--- src/pkg/bridge_params.svh ---
/*
 Timing constants and encodings for the bridge control block.
 Assumes inclusion by bare name; a 10 MHz system clock.
*/
`ifndef BRIDGE_PARAMS_SVH
`define BRIDGE_PARAMS_SVH
`define CLK_PERIOD_NS 100
// Times in their own units, as printed
`define STANDBY_ENTRY_TIME_US 1000
`define FIXED_OFF_TIME_US 25
`define TRIP_BLANKING_TIME_US 3
`define CROSSOVER_DEAD_TIME_NS 400
`define OVERCURRENT_QUALIFY_TIME_US 2
`define RETRY_TIMEOUT_US 2000
// Cycle counts: least times round up
`define CYC_US(t) (((t) * 1000 + `CLK_PERIOD_NS - 1) / `CLK_PERIOD_NS)
`define CYC_NS(t) (((t) + `CLK_PERIOD_NS - 1) / `CLK_PERIOD_NS)
`define STANDBY_CYCLES `CYC_US(`STANDBY_ENTRY_TIME_US)
`define OFF_CYCLES `CYC_US(`FIXED_OFF_TIME_US)
`define BLANK_CYCLES `CYC_US(`TRIP_BLANKING_TIME_US)
`define DEAD_CYCLES `CYC_NS(`CROSSOVER_DEAD_TIME_NS)
`define QUAL_CYCLES `CYC_US(`OVERCURRENT_QUALIFY_TIME_US)
`define RETRY_CYCLES `CYC_US(`RETRY_TIMEOUT_US)
// Bridge leg drive codes: {drive enable, level}
`define LEG_Z 2'h0
`define LEG_LOW 2'h2
`define LEG_HIGH 2'h3
`endif

--- src/pkg/bridge_pkg.sv ---
/*
 Types for the bridge control block.
 Assumes nothing beyond a SystemVerilog compiler.
*/
package bridge_pkg;
	typedef enum logic [1:0] {CMD_COAST, CMD_FWD, CMD_REV, CMD_BRAKE} cmd_e;
	typedef enum logic [2:0] {
		PH_ON, PH_FAST, PH_DEAD, PH_SLOW
	} chop_e;
	typedef enum logic [1:0] {F_OK, F_RETRY, F_LATCH} fault_e;
	typedef logic [1:0] leg_t;
endpackage

--- src/rtl/brushed_dc_bridge_control.sv ---
/*
 Control logic of a full-bridge brushed DC motor driver: command decode,
 fixed off-time mixed-decay chopping, standby, fault handling.
 Assumes analog flags arrive asynchronously and power-up drives rst_b.
*/
`include "bridge_params.svh"
`timescale 1ns/1ps
`default_nettype none
module brushed_dc_bridge_control
	import bridge_pkg::*;
#(
	parameter bit HAS_RETRY = 1'b1, // Retry select pin present
	parameter int STANDBY_CYC = `STANDBY_CYCLES, // Standby entry count
	parameter int RETRY_CYC = `RETRY_CYCLES // Retry timeout count
) (
	input wire logic sys_clk, // 10 MHz clock
	input wire logic rst_b, // Power-up reset, active low
	input wire logic controlInputA, // Control pin a
	input wire logic controlInputB, // Control pin b
	input wire logic tripFlag, // Sense above reference
	input wire logic overcurrentFlag, // Raw overcurrent detect
	input wire logic overTempFlag, // Thermal shutdown flag
	input wire logic supplyLowFlag, // Undervoltage flag
	input wire logic zeroCurrentFlag, // Decay current near zero
	input wire logic retrySelect, // Low: retry, high/open: latch
	output logic [1:0] bridgeOutputA, // Leg a {enable, level}
	output logic [1:0] bridgeOutputB, // Leg b {enable, level}
	output logic syncRectOn, // Synchronous rectification
	output logic standbyActive, // Charge pump, regulator off
	output logic faultOutputLow, // Open-drain data, always 0
	output logic faultOutputLowOe // High while pulling low
);
	localparam int OFF_CYC = `OFF_CYCLES;
	localparam int HALF_CYC = OFF_CYC / 2;
	localparam int DEAD_CYC = `DEAD_CYCLES;
	localparam int BLANK_CYC = `BLANK_CYCLES;
	localparam int QUAL_CYC = `QUAL_CYCLES;
	// Wide enough for every counter, off-time included, at any override
	localparam int CW = $clog2(STANDBY_CYC + RETRY_CYC + OFF_CYC + 2);

	// ==============================================================
	// Input synchronisers
	logic [6:0] syncA_reg;
	logic [6:0] syncB_reg;
	logic inA, inB, trip, ocRaw, hot, supply_low_lockout, zeroI, retryGnd;
	always_ff @(posedge sys_clk or negedge rst_b) begin
		if (!rst_b) begin
			syncA_reg <= 7'h00;
			syncB_reg <= 7'h00;
		end else begin
			syncA_reg <= {retrySelect, zeroCurrentFlag, supplyLowFlag,
				overTempFlag, overcurrentFlag, tripFlag, controlInputA};
			syncB_reg <= syncA_reg;
		end
	end
	// Flags read clear until two edges after reset
	assign inA = syncB_reg[0];
	assign trip = syncB_reg[1];
	assign ocRaw = syncB_reg[2];
	assign hot = syncB_reg[3];
	assign supply_low_lockout = syncB_reg[4];
	assign zeroI = syncB_reg[5];
	assign retryGnd = HAS_RETRY && !syncB_reg[6];
	logic inB1_reg, inB2_reg;
	always_ff @(posedge sys_clk or negedge rst_b) begin
		if (!rst_b) begin
			inB1_reg <= 1'b0;
			inB2_reg <= 1'b0;
		end else begin
			inB1_reg <= controlInputB;
			inB2_reg <= inB1_reg;
		end
	end
	assign inB = inB2_reg;

	// ==============================================================
	// Command decode
	cmd_e cmd;
	always_comb begin
		case ({inA, inB})
			2'b10: cmd = CMD_FWD;
			2'b01: cmd = CMD_REV;
			2'b11: cmd = CMD_BRAKE;
			default: cmd = CMD_COAST;
		endcase
	end

	// ==============================================================
	// Standby timer
	logic [CW-1:0] sbyCnt_reg;
	logic standby_reg;
	always_ff @(posedge sys_clk or negedge rst_b) begin
		if (!rst_b) begin
			sbyCnt_reg <= '0;
			standby_reg <= 1'b0;
		end else if (cmd != CMD_COAST) begin
			sbyCnt_reg <= '0;
			standby_reg <= 1'b0;
		end else if (sbyCnt_reg < CW'(STANDBY_CYC)) begin
			sbyCnt_reg <= sbyCnt_reg + 1'b1;
		end else begin
			standby_reg <= 1'b1;
		end
	end
	assign standbyActive = standby_reg;

	// ==============================================================
	// Overcurrent qualification and fault handling
	logic [CW-1:0] qualCnt_reg;
	logic ocQual;
	always_ff @(posedge sys_clk or negedge rst_b) begin
		if (!rst_b) begin
			qualCnt_reg <= '0;
		end else if (!ocRaw) begin
			qualCnt_reg <= '0;
		end else if (qualCnt_reg < CW'(QUAL_CYC)) begin
			qualCnt_reg <= qualCnt_reg + 1'b1;
		end
	end
	assign ocQual = qualCnt_reg == CW'(QUAL_CYC);

	fault_e fault_reg;
	logic [CW-1:0] retryCnt_reg;
	always_ff @(posedge sys_clk or negedge rst_b) begin
		if (!rst_b) begin
			fault_reg <= F_OK;
			retryCnt_reg <= '0;
		end else begin
			case (fault_reg)
				F_OK: begin
					retryCnt_reg <= '0;
					if (ocQual) begin
						fault_reg <= retryGnd ? F_RETRY : F_LATCH;
					end
				end
				F_RETRY: begin
					if (retryCnt_reg >= CW'(RETRY_CYC - 1)) begin
						fault_reg <= F_OK;
						retryCnt_reg <= '0;
					end else begin
						retryCnt_reg <= retryCnt_reg + 1'b1;
					end
				end
				F_LATCH: begin
					if (standby_reg) begin
						fault_reg <= F_OK;
					end
				end
				default: fault_reg <= F_OK;
			endcase
		end
	end
	logic faultOff;
	assign faultOff = fault_reg != F_OK;
	assign faultOutputLow = 1'b0;
	assign faultOutputLowOe = faultOff;

	// ==============================================================
	// Chopping: on, fast decay, dead time, slow decay
	chop_e phase_reg;
	logic [CW-1:0] phCnt_reg;
	logic drive;
	logic ocStop;
	assign ocStop = ocQual;
	assign drive = (cmd == CMD_FWD || cmd == CMD_REV) && !faultOff
		&& !hot && !supply_low_lockout && !standby_reg && !ocStop;
	always_ff @(posedge sys_clk or negedge rst_b) begin
		if (!rst_b) begin
			phase_reg <= PH_ON;
			phCnt_reg <= '0;
		end else if (!drive) begin
			phase_reg <= PH_ON;
			phCnt_reg <= '0;
		end else begin
			case (phase_reg)
				PH_ON: begin
					if (phCnt_reg < CW'(BLANK_CYC)) begin
						phCnt_reg <= phCnt_reg + 1'b1;
					end else if (trip) begin
						phase_reg <= PH_FAST;
						phCnt_reg <= '0;
					end
				end
				PH_FAST: begin
					if (phCnt_reg >= CW'(HALF_CYC - 1)) begin
						phase_reg <= PH_DEAD;
						phCnt_reg <= '0;
					end else begin
						phCnt_reg <= phCnt_reg + 1'b1;
					end
				end
				PH_DEAD: begin
					if (phCnt_reg >= CW'(DEAD_CYC - 1)) begin
						phase_reg <= PH_SLOW;
						phCnt_reg <= '0;
					end else begin
						phCnt_reg <= phCnt_reg + 1'b1;
					end
				end
				PH_SLOW: begin
					if (phCnt_reg >= CW'(OFF_CYC - HALF_CYC - DEAD_CYC - 1))
						begin
						phase_reg <= PH_ON;
						phCnt_reg <= '0;
					end else begin
						phCnt_reg <= phCnt_reg + 1'b1;
					end
				end
				default: phase_reg <= PH_ON;
			endcase
		end
	end

	// Zero-current seen during decay stops rectification for the rest
	logic zeroSeen_reg;
	always_ff @(posedge sys_clk or negedge rst_b) begin
		if (!rst_b) begin
			zeroSeen_reg <= 1'b0;
		end else if (phase_reg == PH_ON || !drive) begin
			zeroSeen_reg <= 1'b0;
		end else if (zeroI) begin
			zeroSeen_reg <= 1'b1;
		end
	end

	// ==============================================================
	// Output legs, registered
	leg_t legA_next, legB_next;
	logic sr_next;
	always_comb begin
		legA_next = `LEG_Z;
		legB_next = `LEG_Z;
		sr_next = 1'b0;
		if (hot || supply_low_lockout || faultOff || standby_reg || ocStop) begin
			legA_next = `LEG_Z;
			legB_next = `LEG_Z;
		end else if (cmd == CMD_BRAKE) begin
			legA_next = `LEG_LOW;
			legB_next = `LEG_LOW;
		end else if (cmd == CMD_FWD || cmd == CMD_REV) begin
			case (phase_reg)
				PH_ON: begin
					legA_next = cmd == CMD_FWD ? `LEG_HIGH : `LEG_LOW;
					legB_next = cmd == CMD_FWD ? `LEG_LOW : `LEG_HIGH;
				end
				PH_FAST: begin
					legA_next = cmd == CMD_FWD ? `LEG_LOW : `LEG_HIGH;
					legB_next = cmd == CMD_FWD ? `LEG_HIGH : `LEG_LOW;
					sr_next = !zeroSeen_reg && !zeroI;
				end
				PH_DEAD: begin
					legA_next = `LEG_Z;
					legB_next = `LEG_Z;
				end
				PH_SLOW: begin
					legA_next = `LEG_LOW;
					legB_next = `LEG_LOW;
					sr_next = !zeroSeen_reg && !zeroI;
				end
				default: begin
					legA_next = `LEG_Z;
					legB_next = `LEG_Z;
				end
			endcase
		end
	end
	always_ff @(posedge sys_clk or negedge rst_b) begin
		if (!rst_b) begin
			bridgeOutputA <= `LEG_Z;
			bridgeOutputB <= `LEG_Z;
			syncRectOn <= 1'b0;
		end else begin
			bridgeOutputA <= legA_next;
			bridgeOutputB <= legB_next;
			syncRectOn <= sr_next;
		end
	end
endmodule
`default_nettype wire

--- config.mk ---
export PLATFORM = sky130hd
export DESIGN_NAME = brushed_dc_bridge_control
export DESIGN_NICKNAME = d
export VERILOG_FILES = /design/src/pkg/bridge_pkg.sv /design/src/rtl/brushed_dc_bridge_control.sv
export VERILOG_INCLUDE_DIRS = /design/src /design/src/pkg
export SDC_FILE = /design/constraint.sdc
export NUM_CORES = 1
export LEC_CHECK = 0
export ABC_AREA = 1
export BUFFER_PORTS_ARGS = -buffer_cell sky130_fd_sc_hd__buf_4
export CORE_ASPECT_RATIO = 1.4
export CORE_MARGIN = 4
export CORE_UTILIZATION = 40
export DETAILED_ROUTE_END_ITERATION = 8
export PLACE_DENSITY = 0.59
export REMOVE_ABC_BUFFERS = 1
export SLEW_MARGIN = 20
export SYNTH_ARGS = -nofsm -noshare
export SYNTH_HDL_FRONTEND = slang
export SYNTH_SLANG_ARGS = --single-unit
--- constraint.sdc ---
create_clock -name sys_clk -period 2 [get_ports sys_clk]
set_input_delay 0.4 -clock sys_clk [delete_from_list [all_inputs] [get_ports sys_clk]]
set_output_delay 0.4 -clock sys_clk [all_outputs]
set_load 0.1 [all_outputs]
Yosys cells after proc, flatten, opt, wreduce, memory -nomap -nowiden

Cells that the tools add are included.

Flip-flop bits (word level): 88
Bits of input ports: 10
Output and inout bits: 8
Word-level logic and storage cells: 125

Add/sub/neg operators: 4
$lt $le $gt $ge: 7
Equal/unequal tests: 24
Mux-type cells: 44
Reductions and logical operators: 31

Operator list:

| operator                                             | number |
|---|---|
| two-way mux 15 bit                                   | 11 |
| adder 15 x 1 -> 15 bit, second input constant        | 4 |
| one-hot mux 15 bit (4 select lines)                  | 1 |
| >= comparator 15 x 7 -> 1 bit, second input constant | 2 |
| < comparator 15 x 5 -> 1 bit, second input constant  | 2 |
| one-hot mux 15 bit (2 select lines)                  | 1 |
| one-hot mux 2 bit (3 select lines)                   | 4 |
| two-way mux 2 bit                                    | 10 |
| two-way mux 3 bit                                    | 6 |
| == test 15 x 5 -> 1 bit, second input constant       | 1 |
| >= comparator 15 bit, second input constant          | 1 |
| >= comparator 15 x 2 -> 1 bit, second input constant | 1 |
| < comparator 15 x 14 -> 1 bit, second input constant | 1 |
| != test 3 bit, second input constant                 | 5 |
| one-hot mux 3 bit (4 select lines)                   | 1 |
| == test 2 bit, second input constant                 | 5 |
| two-way mux 1 bit                                    | 10 |
| nonzero test 2 bit                                   | 5 |
| logical NOT 1 bit                                    | 8 |
| != test 2 bit, second input constant                 | 4 |
| == test 2 x 1 -> 1 bit, second input constant        | 3 |
| == test 3 x 2 -> 1 bit, second input constant        | 2 |
| logical AND 1 bit                                    | 6 |
| logical OR 1 bit                                     | 6 |
| 10 further kinds                                     | 10 |

Logic depth before layout (Yosys ltp)

Depth in word-level cells: 12
Mapped depth: 12
Mapped depth without buffers: 12

Worst setup path before layout

Ideal clock, no wire load.

Path kind: reg2reg
Start point: reg standby_reg, in the netlist standbyActive
End point: reg phCnt_reg[11]
Library setup time: 0.113 ns
Arrival time: 1.632 ns
Required time: 1.887 ns
Slack: 0.255 ns
Cell stages (with the launch flop): 9
Buffers on the path: 1
Period minus slack after synthesis: 1.745 ns
Cells stage by stage: dfrtp_1 nor3_4 nand2_4 clkinv_4 nand2_4 buf_6 nand2_2 nand2_1 inv_1

Cells in the longest elaborated chain, start to end: 5
Elaborated cells between the ends (all ways): 7
Classes of those cells: eq/ne: 2; mux: 1; reduce/logical: 4

RTL lines:

| what                                                              | RTL line                         | text |
|---|---|---|
| start: declaration                                                | brushed_dc_bridge_control.sv:91  | `logic standby_reg;` |
| start signal: assignment                                          | brushed_dc_bridge_control.sv:95  | `standby_reg <= 1'b0;` |
| start signal: assignment                                          | brushed_dc_bridge_control.sv:98  | `standby_reg <= 1'b0;` |
| start signal: assignment                                          | brushed_dc_bridge_control.sv:102 | `standby_reg <= 1'b1;` |
| logical NOT 1 bit (*)                                             | brushed_dc_bridge_control.sv:166 | `&& !hot && !supply_low_lockout && !standby_reg && !ocStop;` |
| logical AND 1 bit (*) (2 in series)                               | brushed_dc_bridge_control.sv:166 |  |
| != test 5 x 1 -> 1 bit (no line) or != test 4 bit (tied branches) | -                                |  |
| AND reduction 2 bit (no line)                                     | -                                |  |
| end signal: assignment                                            | brushed_dc_bridge_control.sv:178 | `phCnt_reg <= phCnt_reg + 1'b1;` |
| end signal: assignment                                            | brushed_dc_bridge_control.sv:189 | `phCnt_reg <= phCnt_reg + 1'b1;` |
| end signal: assignment                                            | brushed_dc_bridge_control.sv:197 | `phCnt_reg <= phCnt_reg + 1'b1;` |
| end: declaration                                                  | brushed_dc_bridge_control.sv:161 | `logic [CW-1:0] phCnt_reg;` |

Every way passes the cells marked *; elsewhere a longest branch is shown, timed or not.
A chain may end at the register's enable or synchronous reset.

Final worst setup path

Start point: reg fault_reg[1]
End point: out faultOutputLowOe

Cells in the longest elaborated chain, start to end: 1

RTL lines:

| what                     | RTL line                         | text |
|---|---|---|
| start: declaration       | brushed_dc_bridge_control.sv:122 | `fault_e fault_reg;` |
| start signal: assignment | brushed_dc_bridge_control.sv:133 | `fault_reg <= retryGnd ? F_RETRY : F_LATCH;` |
| nonzero test 2 bit       | brushed_dc_bridge_control.sv:154 | `assign faultOff = fault_reg != F_OK;` |
| end: declaration         | brushed_dc_bridge_control.sv:31  | `output logic faultOutputLowOe` |

No other way between the ends.

==> metrics.yaml <==
setup_path:
  ff2ff_setup_slack_ps: 330
  crit_required_ps: 1600
  rr_worst_depth: 12
  worstPathCellList: "nor2_4, inv_1, buf_4"
  startpoint_type: "register"
  cp.arrival_ps: 1330
  r2r_start: "phase_reg[0]"
  crit_family: "flip-flops"
  rr_endpoint: "phCnt_reg[14]"
  critical_path.max_fanout: 7
  critPathBufInv: 2
  cp-end-kind: "output port"
  cpPeakStageDelay_ps: 470
  crit_type: "register to output port"
  critPathSlowestCell: "dfrtp_1"
yosys:
  synth_top_area_cell: "dfrtp_1"
  synth_edf_count: 0
  yosysUniqueCellTypes: 41
  ys_seq_area_frac: 0.4986
  synth.area.mux_share: 0.002319
  yosys_warnings: 0
  ys_ff_latch: 86
  synthCells: 515
  ys.flop_type: "dfrtp_1"
  syn-cell-area_um2: 4317
  yosys.area_share.adder: 0.03478
  yosys.area_share.xor_xnor: 0.03449
  async_reset_ff_frac: 1.000
  yosys.area_share.simple: 0.2617
  synth_top_family_by_area: "simple AND/OR/NAND/NOR gates"
  syn_area_per_cell_um2: 8.382
  synth_top_area_frac: 0.4986
  synthTopCellsByArea: "dfrtp_1 50%, nand2_1 8.1%, inv_1 6.1%"
  synth-compound-area-share: 0.08551
drt:
  wire_per_inst_um: 12.61
  ant_nets: 0
  firstDrtPassIters: 4
  avgViaCountPerCell: 4.987
  drt_iter0_drc: 135
  post-route-drc-count: 0
  wl_um: 8598
  via_count: 3401
sta:
  slew_violations: 0
  final.period_utilization: 0.8664
  max_freq_mhz: 577.1
  setup_tns_ps: 0
  rsz0062_at_grt: "false"
  finClkSkew_ps: 4.907
  hold_violations: 0
  finalSetupViolCount: 0
  fin_crit_ps: 1733
min_path:
  hold_class: "primary input to register"
  holdPathStages: 1
  hold_start: "overcurrentFlag"
  holdPathEnd: "syncA_reg[2]"
pwr:
  p_per_area_nw_per_um2: 719.8
  total_power_w: 0.003518
  leakage_nw: 2.219
  ir_drop_uv: 493.2
clock_network:
  numCtsBuffers: 9
  cts_setup_buffers: 0
  cts.path.max_buffers: 2
  cts_resized: 0
  cts_sinks: 86
  cts_hold_buf: 1
  htreeDepth: 3
  cts_tree: "yes"
  root_buffer: "clkbuf_16"
  clk-insertion-delay-late_ps: 340
  path_clk_slew_ps: 60
floorplan:
  ioPinCount: 18
  rows: 44
  die_h_um: 130.9
  core_um2: 10460
  die_area_um2: 12540
  die_x_um: 95.80
  initial_core_util: 0.4127
finish:
  nets: 561
  final_area_um2: 4887
  n_antenna_cell: 0
  drive_gt1_frac: 0.1085
  syn_to_final_growth_pct: 13.22
placed_design:
  gp_congestion: 0.8709
  dp_hpwl_um: 6600
  placed_area_um2: 4604
  io_buffers: 16
global_routing:
  antenna_found_initial: 0
  grt_first_pass_wirelength_um: 15350
  grt_overflow_total: 0
  grt_pass1_vias: 3505
  grt_max_degree: 42
  grt.total_usage: 0.1573
status:
  run_status: "finished, final reports clean"
job:
  maxCapViolCount: 0
## logic make-up (layout without fill, tap and decap cells)
kind of cell	after synthesis	in the layout
AND/OR/NAND/NOR	249	249
buffers and inverters	87	116
flip-flops	86	86
AO/OA/AOI/OAI	62	62
XOR/XNOR	17	17
adder cells (fa/ha/maj)	12	12
other	1	1
multiplexers	1	1
## area by class of cell
type | instances | area [um2]
timing repair buffer | 22 | 180.2
inverter | 78 | 297.8
clock buffer | 9 | 225.2
sequential | 86 | 2152
clock inverter | 7 | 47.55
fill | 1042 | 5573
tap | 138 | 172.7
multi-input combinational | 342 | 1812
## per-layer routing
metal | routed length (um) | GRT usage | vias up
li1 | - | - | 1723
met5 | 0 | 0 | -
met4 | 354 | 0.1030 | 0
met3 | 198 | 0.02291 | 21
met1 | 3742 | 0.1801 | 1613
met2 | 4303 | 0.2699 | 44
## layout by cell type (no fill, tap or decap), types with 2 or more instances in the layout
master       n
nand2_1     93
dfrtp_1     86
inv_1       70
nor2_1      57
nand3_1     44
nor3_1      26
buf_4       20
o21ai_0     19
nand4_1     14
xor2_1      14
ha_1        12
o21ai_1     11
o22ai_1      9
clkbuf_16    9
a21oi_1      8
inv_2        5
nand2_2      4
o31ai_1      4
o21a_1       3
xnor2_1      3
clkinv_2     3
nand2_4      2
clkinv_1     2
nor2_2       2
o22ai_2      2
a21boi_0     2
clkinvlp_4   2
inv_6        2
## stage by stage
step           setup WS (ps)  instances  utilization  hold WS [ps]
3_5_place_dp           311.3        665       0.4402         334.7
6_report               267.2        682       0.4672         168.1
3_3_place_gp           339.1        665       0.4402         335.9
2_1_floorplan          121.3        506            -         104.4
4_1_cts                229.7        682       0.4672         151.3
5_1_grt                135.4        682       0.4672         151.4
## worst max path at each step
| stage | end | slack (ps) | from | depth (start not counted) |
|---|---|---|---|---|
| after detailed placement | phCnt_reg[14] | 310 | qualCnt_reg[0] | 12 |
| final | faultOutputLowOe | 270 | fault_reg[1] | 3 |
| after global routing | sbyCnt_reg[13] | 140 | sbyCnt_reg[11] | 8 |
| after floorplan | bridgeOutputA[1] | 120 | bridgeOutputA[1] | 0 |
| after CTS | faultOutputLowOe | 230 | fault_reg[1] | 3 |
| after global placement | phCnt_reg[14] | 340 | qualCnt_reg[0] | 12 |
## report_power, final
| group | total [W] | switching, W | internal [W] |
|---|---|---|---|
| sequential | 0.00181 | 0.0000335 | 0.00178 |
| combinational | 0.000193 | 0.000131 | 0.0000620 |
| clock | 0.00151 | 0.000670 | 0.000842 |
## Yosys cell counts, types with 2 or more instances
cell,instances
a21oi_1,8
nor2_1,57
buf_2,2
dfrtp_1,86
nor3_1,26
o21ai_0,19
inv_2,5
xnor2_1,3
clkinv_1,2
nand2_1,93
nand2_4,2
nor2_2,2
a21boi_0,2
ha_1,12
o22ai_2,2
nand4_1,14
clkbuf_1,3
o21ai_1,11
nand2_2,4
nand3_1,44
o21a_1,3
o22ai_1,9
xor2_1,14
inv_1,70
o31ai_1,4
buf_4,3
No activity file was read; power rests on OpenSTA's default activity.
